**config.mk**
```make
export PLATFORM = sky130hd
export DESIGN_NAME = stepper_serial_port
export DESIGN_NICKNAME = d
export VERILOG_FILES = /design/src/stepper_port_pkg.sv /design/src/input_filter.sv /design/src/stepper_serial_port.sv
export SDC_FILE = /design/constraint.sdc
export NUM_CORES = 1
export LEC_CHECK = 0
export BUFFER_PORTS_ARGS = -buffer_cell sky130_fd_sc_hd__buf_2
export CAP_MARGIN = 5
export CORE_MARGIN = 3
export CORE_UTILIZATION = 35
export CTS_BUF_LIST = sky130_fd_sc_hd__clkbuf_8
export CTS_CLUSTER_SIZE = 20
export DETAILED_ROUTE_END_ITERATION = 10
export PLACE_DENSITY = 0.56
export SETUP_SLACK_MARGIN = 0.4
export SLEW_MARGIN = 15
export SYNTH_ARGS = -nofsm -noshare
export SYNTH_HDL_FRONTEND = slang
export SYNTH_SLANG_ARGS = --single-unit
```
**constraint.sdc**
```tcl
create_clock -name mclk -period 2.5 [get_ports mclk]
set_clock_uncertainty 0.1 [all_clocks]
set_input_delay 0.375 -clock mclk [delete_from_list [all_inputs] [get_ports mclk]]
set_output_delay 0.375 -clock mclk [all_outputs]
set_load 0.1 [all_outputs]
```
**src/stepper_port_pkg.sv**
```systemverilog
package stepper_port_pkg;

	// ----------------------------------------
	// Command layout
	// ----------------------------------------
	localparam int CMD_BITS    = 12;
	localparam int CNT_W       = 5;
	localparam int DECAY_A_BIT = 11;
	localparam int CODE_A_LO   = 7;
	localparam int POL_A_BIT   = 6;
	localparam int DECAY_B_BIT = 5;
	localparam int CODE_B_LO   = 1;
	localparam int POL_B_BIT   = 0;
	localparam int CODE_W      = 4;
	localparam logic [CODE_W-1:0] CODE_OFF = 4'h0;

	// ----------------------------------------
	// Timing
	// ----------------------------------------
	localparam int CLK_PERIOD_NS  = 100;
	localparam int CHOP_PERIOD_NS = 40000;
	localparam int LOAD_VALID_NS  = 7000;
	localparam int POL_EXTRA_NS   = 4000;
	localparam int CHOP_CYCLES    = CHOP_PERIOD_NS / CLK_PERIOD_NS;
	localparam int LOAD_CYCLES    = (LOAD_VALID_NS + CLK_PERIOD_NS - 1) / CLK_PERIOD_NS;
	localparam int POL_EXTRA_CYC  = POL_EXTRA_NS / CLK_PERIOD_NS;
	localparam int CHOP_W         = 12;
	localparam int LOAD_W         = 8;

	// ----------------------------------------
	// Synchroniser lanes
	// ----------------------------------------
	localparam int SYNC_W    = 6;
	localparam int LANE_SCK  = 0;
	localparam int LANE_CS   = 1;
	localparam int LANE_SDI  = 2;
	localparam int LANE_EN   = 3;
	localparam int LANE_SNSA = 4;
	localparam int LANE_SNSB = 5;
	localparam logic [SYNC_W-1:0] SYNC_RESET = 6'h0a;

endpackage

```
**src/input_filter.sv**
```systemverilog
module input_filter #(
	parameter int                W         = 1,
	parameter logic [W-1:0]      RESET_VAL = '0
) (
	input  wire logic         mclk,
	input  wire logic         reset_n,
	input  wire logic [W-1:0] pinIn,
	output logic      [W-1:0] stable_q
);

	logic [W-1:0] stage1_q;
	logic [W-1:0] stage2_q;
	logic [W-1:0] stage3_q;

	always_ff @(posedge mclk or negedge reset_n) begin
		if (!reset_n) begin
			stage1_q <= RESET_VAL;
			stage2_q <= RESET_VAL;
			stage3_q <= RESET_VAL;
		end else begin
			stage1_q <= pinIn;
			stage2_q <= stage1_q;
			stage3_q <= stage2_q;
		end
	end

	// A change counts only once two late stages agree
	always_ff @(posedge mclk or negedge reset_n) begin
		if (!reset_n) begin
			stable_q <= RESET_VAL;
		end else begin
			stable_q <= (stage3_q & ~(stage2_q ^ stage3_q)) | (stable_q & (stage2_q ^ stage3_q));
		end
	end

endmodule

```
**src/stepper_serial_port.sv**
```systemverilog
module stepper_serial_port #(
	parameter int CHOP_CYC = stepper_port_pkg::CHOP_CYCLES
) (
	input  wire logic       mclk,
	input  wire logic       reset_n,
	input  wire logic       sck,
	input  wire logic       chipSelect_n,
	input  wire logic       sdi,
	output logic            sdoOut_q,
	output logic            sdoOe_q,
	input  wire logic       driverEnableLow_n,
	input  wire logic       senseInputA,
	input  wire logic       senseInputB,
	output logic            phaseAPolarity,
	output logic            phaseBPolarity,
	output logic            decayModeA,
	output logic            decayModeB,
	output logic [3:0]      currentCodeA,
	output logic [3:0]      currentCodeB,
	output logic            bridgeOutputA,
	output logic            bridgeOutputB,
	output logic            loadValid_q
);

	// ----------------------------------------
	// Input synchronisation
	// ----------------------------------------
	logic [stepper_port_pkg::SYNC_W-1:0] pinsRaw;
	logic [stepper_port_pkg::SYNC_W-1:0] pinsS;

	assign pinsRaw = {senseInputB, senseInputA, driverEnableLow_n, sdi, chipSelect_n, sck};

	input_filter #(
		.W         (stepper_port_pkg::SYNC_W),
		.RESET_VAL (stepper_port_pkg::SYNC_RESET)
	) u_filter (
		.mclk     (mclk),
		.reset_n  (reset_n),
		.pinIn    (pinsRaw),
		.stable_q (pinsS)
	);

	logic sckS;
	logic csS_n;
	logic sdiS;
	logic enS_n;
	logic [1:0] senseS;

	assign sckS   = pinsS[stepper_port_pkg::LANE_SCK];
	assign csS_n  = pinsS[stepper_port_pkg::LANE_CS];
	assign sdiS   = pinsS[stepper_port_pkg::LANE_SDI];
	assign enS_n  = pinsS[stepper_port_pkg::LANE_EN];
	assign senseS = {pinsS[stepper_port_pkg::LANE_SNSB], pinsS[stepper_port_pkg::LANE_SNSA]};

	logic sckPrev_q;
	logic csPrev_q;

	always_ff @(posedge mclk or negedge reset_n) begin
		if (!reset_n) begin
			sckPrev_q <= 1'b0;
			csPrev_q  <= 1'b1;
		end else begin
			sckPrev_q <= sckS;
			csPrev_q  <= csS_n;
		end
	end

	logic sckRise;
	logic sckFall;
	logic csRise;
	logic csFall;

	assign sckRise = sckS & ~sckPrev_q;
	assign sckFall = ~sckS & sckPrev_q;
	assign csRise  = csS_n & ~csPrev_q;
	assign csFall  = ~csS_n & csPrev_q;

	// ----------------------------------------
	// Shift register and framing
	// ----------------------------------------
	logic [stepper_port_pkg::CMD_BITS-1:0] shift_q;
	logic [stepper_port_pkg::CNT_W-1:0]    bitCount_q;

	always_ff @(posedge mclk or negedge reset_n) begin
		if (!reset_n) begin
			shift_q    <= '0;
			bitCount_q <= '0;
		end else if (csFall) begin
			bitCount_q <= '0;
		end else if (!csS_n && sckRise) begin
			// Older bits fall off the top, so padding ahead of the command drops out
			shift_q <= {shift_q[stepper_port_pkg::CMD_BITS-2:0], sdiS};
			if (bitCount_q != '1) begin
				bitCount_q <= bitCount_q + 1'b1;
			end
		end
	end

	always_ff @(posedge mclk or negedge reset_n) begin
		if (!reset_n) begin
			sdoOut_q <= 1'b0;
		end else if ((!csS_n && sckFall) || csFall) begin
			sdoOut_q <= shift_q[stepper_port_pkg::CMD_BITS-1];
		end
	end

	always_ff @(posedge mclk or negedge reset_n) begin
		if (!reset_n) begin
			sdoOe_q <= 1'b0;
		end else begin
			sdoOe_q <= ~csS_n & ~enS_n;
		end
	end

	logic cmdValid;

	assign cmdValid = csRise &&
		(bitCount_q >= stepper_port_pkg::CNT_W'(stepper_port_pkg::CMD_BITS));

	// ----------------------------------------
	// Active settings
	// ----------------------------------------
	function automatic logic [3:0] codeOf(input logic [11:0] cmd, input int lo);
		codeOf = cmd[lo +: stepper_port_pkg::CODE_W];
	endfunction

	logic [1:0] pol_q;
	logic [1:0] decay_q;
	logic [3:0] code_q [2];
	logic [1:0] newPol;
	logic [1:0] polChange;

	assign newPol    = {shift_q[stepper_port_pkg::POL_B_BIT], shift_q[stepper_port_pkg::POL_A_BIT]};
	assign polChange = cmdValid ? (newPol ^ pol_q) : 2'h0;

	always_ff @(posedge mclk or negedge reset_n) begin
		if (!reset_n) begin
			pol_q     <= 2'h0;
			decay_q   <= 2'h0;
			code_q[0] <= stepper_port_pkg::CODE_OFF;
			code_q[1] <= stepper_port_pkg::CODE_OFF;
		end else if (cmdValid) begin
			pol_q     <= newPol;
			decay_q   <= {shift_q[stepper_port_pkg::DECAY_B_BIT],
				shift_q[stepper_port_pkg::DECAY_A_BIT]};
			code_q[0] <= codeOf(shift_q, stepper_port_pkg::CODE_A_LO);
			code_q[1] <= codeOf(shift_q, stepper_port_pkg::CODE_B_LO);
		end
	end

	// ----------------------------------------
	// Choppers
	// ----------------------------------------
	logic [stepper_port_pkg::CHOP_W-1:0] chopCnt_q [2];
	logic [1:0] bridgeOn_q;

	always_ff @(posedge mclk or negedge reset_n) begin
		if (!reset_n) begin
			chopCnt_q[0] <= '0;
			chopCnt_q[1] <= '0;
		end else begin
			for (int i = 0; i < 2; i++) begin
				if (polChange[i] || chopCnt_q[i] == stepper_port_pkg::CHOP_W'(CHOP_CYC - 1)) begin
					chopCnt_q[i] <= '0;
				end else begin
					chopCnt_q[i] <= chopCnt_q[i] + 1'b1;
				end
			end
		end
	end

	// Off-time lasts to the next period; no blanking is modelled
	always_ff @(posedge mclk or negedge reset_n) begin
		if (!reset_n) begin
			bridgeOn_q <= 2'h0;
		end else begin
			for (int i = 0; i < 2; i++) begin
				if (code_q[i] == stepper_port_pkg::CODE_OFF || polChange[i]) begin
					bridgeOn_q[i] <= 1'b0;
				end else if (chopCnt_q[i] == '0) begin
					bridgeOn_q[i] <= ~senseS[i];
				end else if (senseS[i]) begin
					bridgeOn_q[i] <= 1'b0;
				end
			end
		end
	end

	// ----------------------------------------
	// Load indicator hold-off
	// ----------------------------------------
	logic [stepper_port_pkg::LOAD_W-1:0] loadCnt_q;

	always_ff @(posedge mclk or negedge reset_n) begin
		if (!reset_n) begin
			loadCnt_q   <= '0;
			loadValid_q <= 1'b0;
		end else begin
			if (polChange != 2'h0) begin
				loadCnt_q <= '0;
			end else if (loadCnt_q != stepper_port_pkg::LOAD_W'(stepper_port_pkg::LOAD_CYCLES)) begin
				loadCnt_q <= loadCnt_q + 1'b1;
			end
			loadValid_q <= (polChange == 2'h0) &&
				(loadCnt_q == stepper_port_pkg::LOAD_W'(stepper_port_pkg::LOAD_CYCLES));
		end
	end

	assign phaseAPolarity = pol_q[0];
	assign phaseBPolarity = pol_q[1];
	assign decayModeA     = decay_q[0];
	assign decayModeB     = decay_q[1];
	assign currentCodeA   = code_q[0];
	assign currentCodeB   = code_q[1];
	assign bridgeOutputA  = bridgeOn_q[0];
	assign bridgeOutputB  = bridgeOn_q[1];
endmodule

```
Yosys cells after proc, flatten, opt, wreduce, memory -nomap -nowiden
Index checks and enable logic that the tools add are counted.
W data, S select, Z words.
{"block": "word_totals", "reg_bits": 92, "inputBits": 8, "out_inout_bits": 17, "elab_cells": 86}
{"block": "op_classes", "add_sub_neg": 4, "magnitude_cmp": 1, "eq_ne": 5, "muxes": 14, "n_bitwise": 19, "reduce_logical": 23}
{"op": "$add A12 B1 Y12 const B", "count": 2}
{"op": "$eq A12 B9 Y1 const B", "count": 2}
{"op": "$logic_not A12 Y1", "count": 2}
{"op": "$mux W12", "count": 2}
{"op": "$mux W8", "count": 2}
{"op": "$mux W5", "count": 3}
{"op": "$and A6 B6 Y6", "count": 2}
{"op": "$add A8 B1 Y8 const B", "count": 1}
{"op": "$eq A8 B7 Y1 const B", "count": 1}
{"op": "$logic_not A4 Y1", "count": 2}
{"op": "$ne A8 B7 Y1 const B", "count": 1}
{"op": "$not A1 Y1", "count": 8}
{"op": "$reduce_bool A2 Y1", "count": 4}
{"op": "$mux W1", "count": 6}
{"op": "$not A6 Y6", "count": 1}
{"op": "$or A6 B6 Y6", "count": 1}
{"op": "$reduce_bool A3 Y1", "count": 2}
{"op": "$xor A6 B6 Y6", "count": 1}
{"op": "$add A5 B1 Y5 const B", "count": 1}
{"op": "$and A1 B1 Y1", "count": 5}
{"op": "$ge A5 B4 Y1 const B", "count": 1}
{"op": "$logic_or A1 B1 Y1", "count": 5}
{"op": "$ne A5 B5 Y1 const B", "count": 1}
{"op": "$logic_and A1 B1 Y1", "count": 4}
{"op": "5 further kinds", "count": 6}

Depth between registers and ports, before layout
{"block": "logic_depth", "ltp_word": 6, "depth_mapped": 7, "mapped_depth_nobuf": 6}

Modules after synthesis
Synthesis repeated with hierarchy kept, for this count alone.
{"block": "hier_totals", "cells_unflattened": 315, "hier_area_um2": 3885.0}
{"mod": "stepper_serial_port", "instances": 1, "cells_each": 285, "area_per_inst_um2": 3206.8, "seq_area_each_um2": 1702.9}
{"mod": "input_filter", "instances": 1, "cells_each": 30, "area_per_inst_um2": 678.2, "seq_area_each_um2": 610.6}

Worst setup path after synthesis
Ideal clock, no wire load.
{"block": "synth_timing", "path_kind": "register to register", "start": "register bitCount_q[0] (netlist bit)", "end": "register bitCount_q[3] (netlist bit)", "setup_time_ps": 77, "t_arrival_ps": 1991, "t_required_ps": 2323, "setup_slack_ps": 331, "stages_incl_launch_ff": 8, "n_path_buf": 1, "synth_period_minus_slack_ps": 2169, "path_cell_list": "dfrtp_1 -> ha_1 -> and3_1 -> ha_1 -> or4b_1 -> buf_2 -> or3_1 -> a21oi_1"}
{"block": "synth_between", "elab_chain_len": 4, "elab_cells_between_ends": 7, "cone_classes": "add/sub: 1; eq/ne: 1; mux: 3; reduce/logical: 2"}
{"element": "start: declaration", "line": "stepper_serial_port.sv:82", "rtl": "logic [stepper_port_pkg::CNT_W-1:0] bitCount_q;"}
{"element": "start signal: assignment", "line": "stepper_serial_port.sv:94", "rtl": "bitCount_q <= bitCount_q + 1'b1;"}
{"element": "$add A5 B1 Y5", "line": "stepper_serial_port.sv:94"}
{"element": "$mux W5", "line": "stepper_serial_port.sv:93", "rtl": "if (bitCount_q != '1) begin"}
{"element": "$mux W5", "line": "stepper_serial_port.sv:90", "rtl": "end else if (!csS_n && sckRise) begin"}
{"element": "$mux W5", "line": "stepper_serial_port.sv:88", "rtl": "end else if (csFall) begin"}
Several ways; a longest one is shown, not always the timed one. The select of a mux whose other input is x is not followed.
A chain may end at the register's enable or synchronous reset.

Worst setup path in the final report
{"block": "layout_timing", "start": "register bitCount_q[1] (netlist bit)", "end": "register bitCount_q[3] (netlist bit)"}
The elaborated chain is that of the path after synthesis.

==> results.yml <==
outcome:
  status: "completed"
cells_and_area:
  fin_area_um2: 4510
  multi_input_area_um2: 1480
  regArea_um2: 2310
  fillCellCount: 973
  layout_common_cells: "83 x dfrtp_1, 25 x mux2_2, 23 x buf_2"
  fin_nets: 374
  diodes: 0
  finish.utilization_pct: 42.9
  drive_gt1_share_pct: 27.1
  area_growth_syn_to_layout_pct: 17.3
  layout_commonest_cell: "dfrtp_1"
synthesis:
  ys_warn_count: 0
  syn-cell-area_um2: 3850
  synthTopCellsByArea: "dfrtp_1 54%, mux2_2 7.3%, dfstp_2 6.1%"
  synth_top_area_share_pct: 54.0
  syn_avg_cell_area_um2: 12.4
  ys_types: 38
  syn-num-nets: 326
  seq_area_frac_synth_pct: 60.1
  ys_seq_elements: 92
  synth_top_area_cell: "dfrtp_1"
  synthCells: 309
sta:
  slew_violations: 0
  period_needed_ps: 2030
  period_share_pct: 81.1
  rsz0062_at_grt: "yes"
  finalHoldViolations: 0
  setup_tns_ps: 0
  clock.fmax_mhz: 493
  worstMarginPinSlew_ps: 665
  slew_headroom_pct: 55.0
  setup_violations: 0
grt:
  use_met3_pct: 3.71
  top_usage_layer: "met2"
  grt_pass1_wl_um: 12700
  grt_start_max_net_pins: 59
  grt_use_met1_pct: 16.8
  overflow: 0
  grt_pass1_vias: 2615
  antenna_found_initial: 0
  grt_util_all_layers_pct: 12.5
  use_met2_pct: 19.3
detailed_routing:
  wirelength_um: 6900
  drcViolationCount: 0
  first_iter_violations: 96
  vias: 2517
  ant_nets: 0
  vias_per_cell: 5.05
  wire_per_inst_um: 13.9
  drt_first_pass_iters: 4
setup_path:
  critical_path.max_fanout: 6
  critPathLaunchType: "flip-flop"
  crit_arrival_ps: 2220
  worstSetupEndpointType: "flip-flop"
  path_class: "reg2reg"
  required_ps: 2690
clock_tree:
  cts_tree: "done"
  cts_root_buf: "clkbuf_8"
  clk_pin_slew_ps: 100
  clock-sinks: 92
  htree_levels: 3
  clk_latency_ps: 370
  numCtsBuffers: 9
  clockBufferDepth: 2
run:
  drv_cap: 0
floorplanning:
  dieWidth_um: 111
  core_um2: 10500
  floorplan.rows: 37
  initial_utilization_pct: 36.6
  die_h_um: 111
  ios: 25
  die_area_um2: 12300
placed_design:
  globalplace.congestion: 0.785
  postPlaceCellArea_um2: 4190
  hpwl_um: 4630
  io_buffer_count: 24
pwr:
  vdd_drop_max_uv: 498
  p_per_area_nw_per_um2: 630
  leakage_uw: 0.00196
worst_hold_path:
  hold_class: "reg2reg"
[layer usage]
layer  routed length (µm)  up-vias
met3                  217        9
li1                     -     1243
met4                   98        0
met2                 3230       25
met1                 3360     1240
met5                    0        -
[per-stage QoR]
stage	setup slack (ps)	cells	power (µW)	hold WS, ps
final	473	498	2840	239
after global routing	396	498	3000	266
after CTS	403	496	2900	253
after detailed placement	297	471	1820	235
after global placement	372	471	1810	233
after floorplan	404	309	1740	-20.6
[cells by family after synthesis]
group	count (synthesis)	synth area share, %
adder cells (fa/ha/maj)	15	4.49
AND/OR/NAND/NOR	97	15.0
XOR/XNOR	9	2.05
buffers and inverters	19	2.21
multiplexers	25	7.32
AO/OA/AOI/OAI	52	8.82
flip-flops	92	60.1
[synth_stat cells]
cell / count
inv_1: 12
a211o_1: 1
or4bb_1: 1
or2b_1: 1
ha_1: 9
nor4_2: 2
a211oi_2: 1
nand3_1: 13
nor3_1: 12
nor2_1: 7
o21ai_0: 12
or3_1: 11
nor4bb_1: 1
buf_4: 2
nor3b_1: 3
o31ai_1: 8
or4b_1: 1
or4_1: 10
buf_2: 5
nor4_1: 8
mux2_2: 25
and2b_2: 1
o21bai_1: 1
a21oi_1: 12
maj3_1: 6
nor2b_1: 1
or3b_2: 1
or2_2: 2
nand2_1: 14
dfstp_2: 9
nor4b_1: 2
a41oi_1: 2
xor2_1: 3
a211oi_1: 15
and3_1: 1
xnor2_1: 6
nand4_1: 5
dfrtp_1: 83
[final timing paths]
path | start | to | slack, ps | depth (start not counted)
setup reg to reg | bitCount_q[1] | bitCount_q[3] | 470 | 6
setup / recovery | bitCount_q[1] | bitCount_q[3] | 470 | 6
hold reg to reg | u_filter.stage1_q[4] | u_filter.stage2_q[4] | 240 | 0
hold / removal | u_filter.stage1_q[4] | u_filter.stage2_q[4] | 240 | 0
max in group asynchronous | reset_n | asynchronous set/reset pin | 1200 | 3
min in group asynchronous | reset_n | chopCnt_q[15] | 400 | 2
[report_power, final]
part	switching, µW	total (µW)	leakage [µW]	internal, µW
Combinational	85.6	175	0.000687	89.4
Clock	559	1040	0.000109	482
Sequential	57.1	1630	0.00116	1570
[area by class of cell]
class	instances	area share, %
Tap cell	136	3.77
Timing Repair Buffer	44	6.71
Inverter	12	0.998
Sequential cell	92	51.3
Clock buffer	9	2.74
Multi-Input combinational cell	198	32.7
Clock inverter	7	1.83
[worst max-delay path, stage by stage, from the launching register on]
cell and delay, ps:
dfrtp_1 390, ha_2 180, and3_1 140, ha_2 170
or4b_4 510, or3_1 340, a21oi_2 120
[sequential cells by signal (all words and copies together), names as in the netlist, named ones only]
name / count
csPrev_q: 1
sckPrev_q: 1
sdoOe_q: 1
shift_q: 12
sdoOut_q: 1
decay_q: 2
loadValid_q: 1
bitCount_q: 5
pol_q: 2
u_filter.stage1_q: 6
currentCodeA: 4
loadCnt_q: 8
bridgeOn_q: 2
u_filter.stage3_q: 6
chopCnt_q: 24
u_filter.stage2_q: 6
currentCodeB: 4
[what timing repair did]
action / in CTS / in global routing
endpoints found under the setup margin: 2 / 7
endpoints found under the hold margin: 40 / 0
setup buffers: 2 / 2
hold buffers: 7 / 0
pin swaps: 0 / 2
gates resized for setup: 1 / 2
Note: power is estimated with default switching activity, not from simulation.
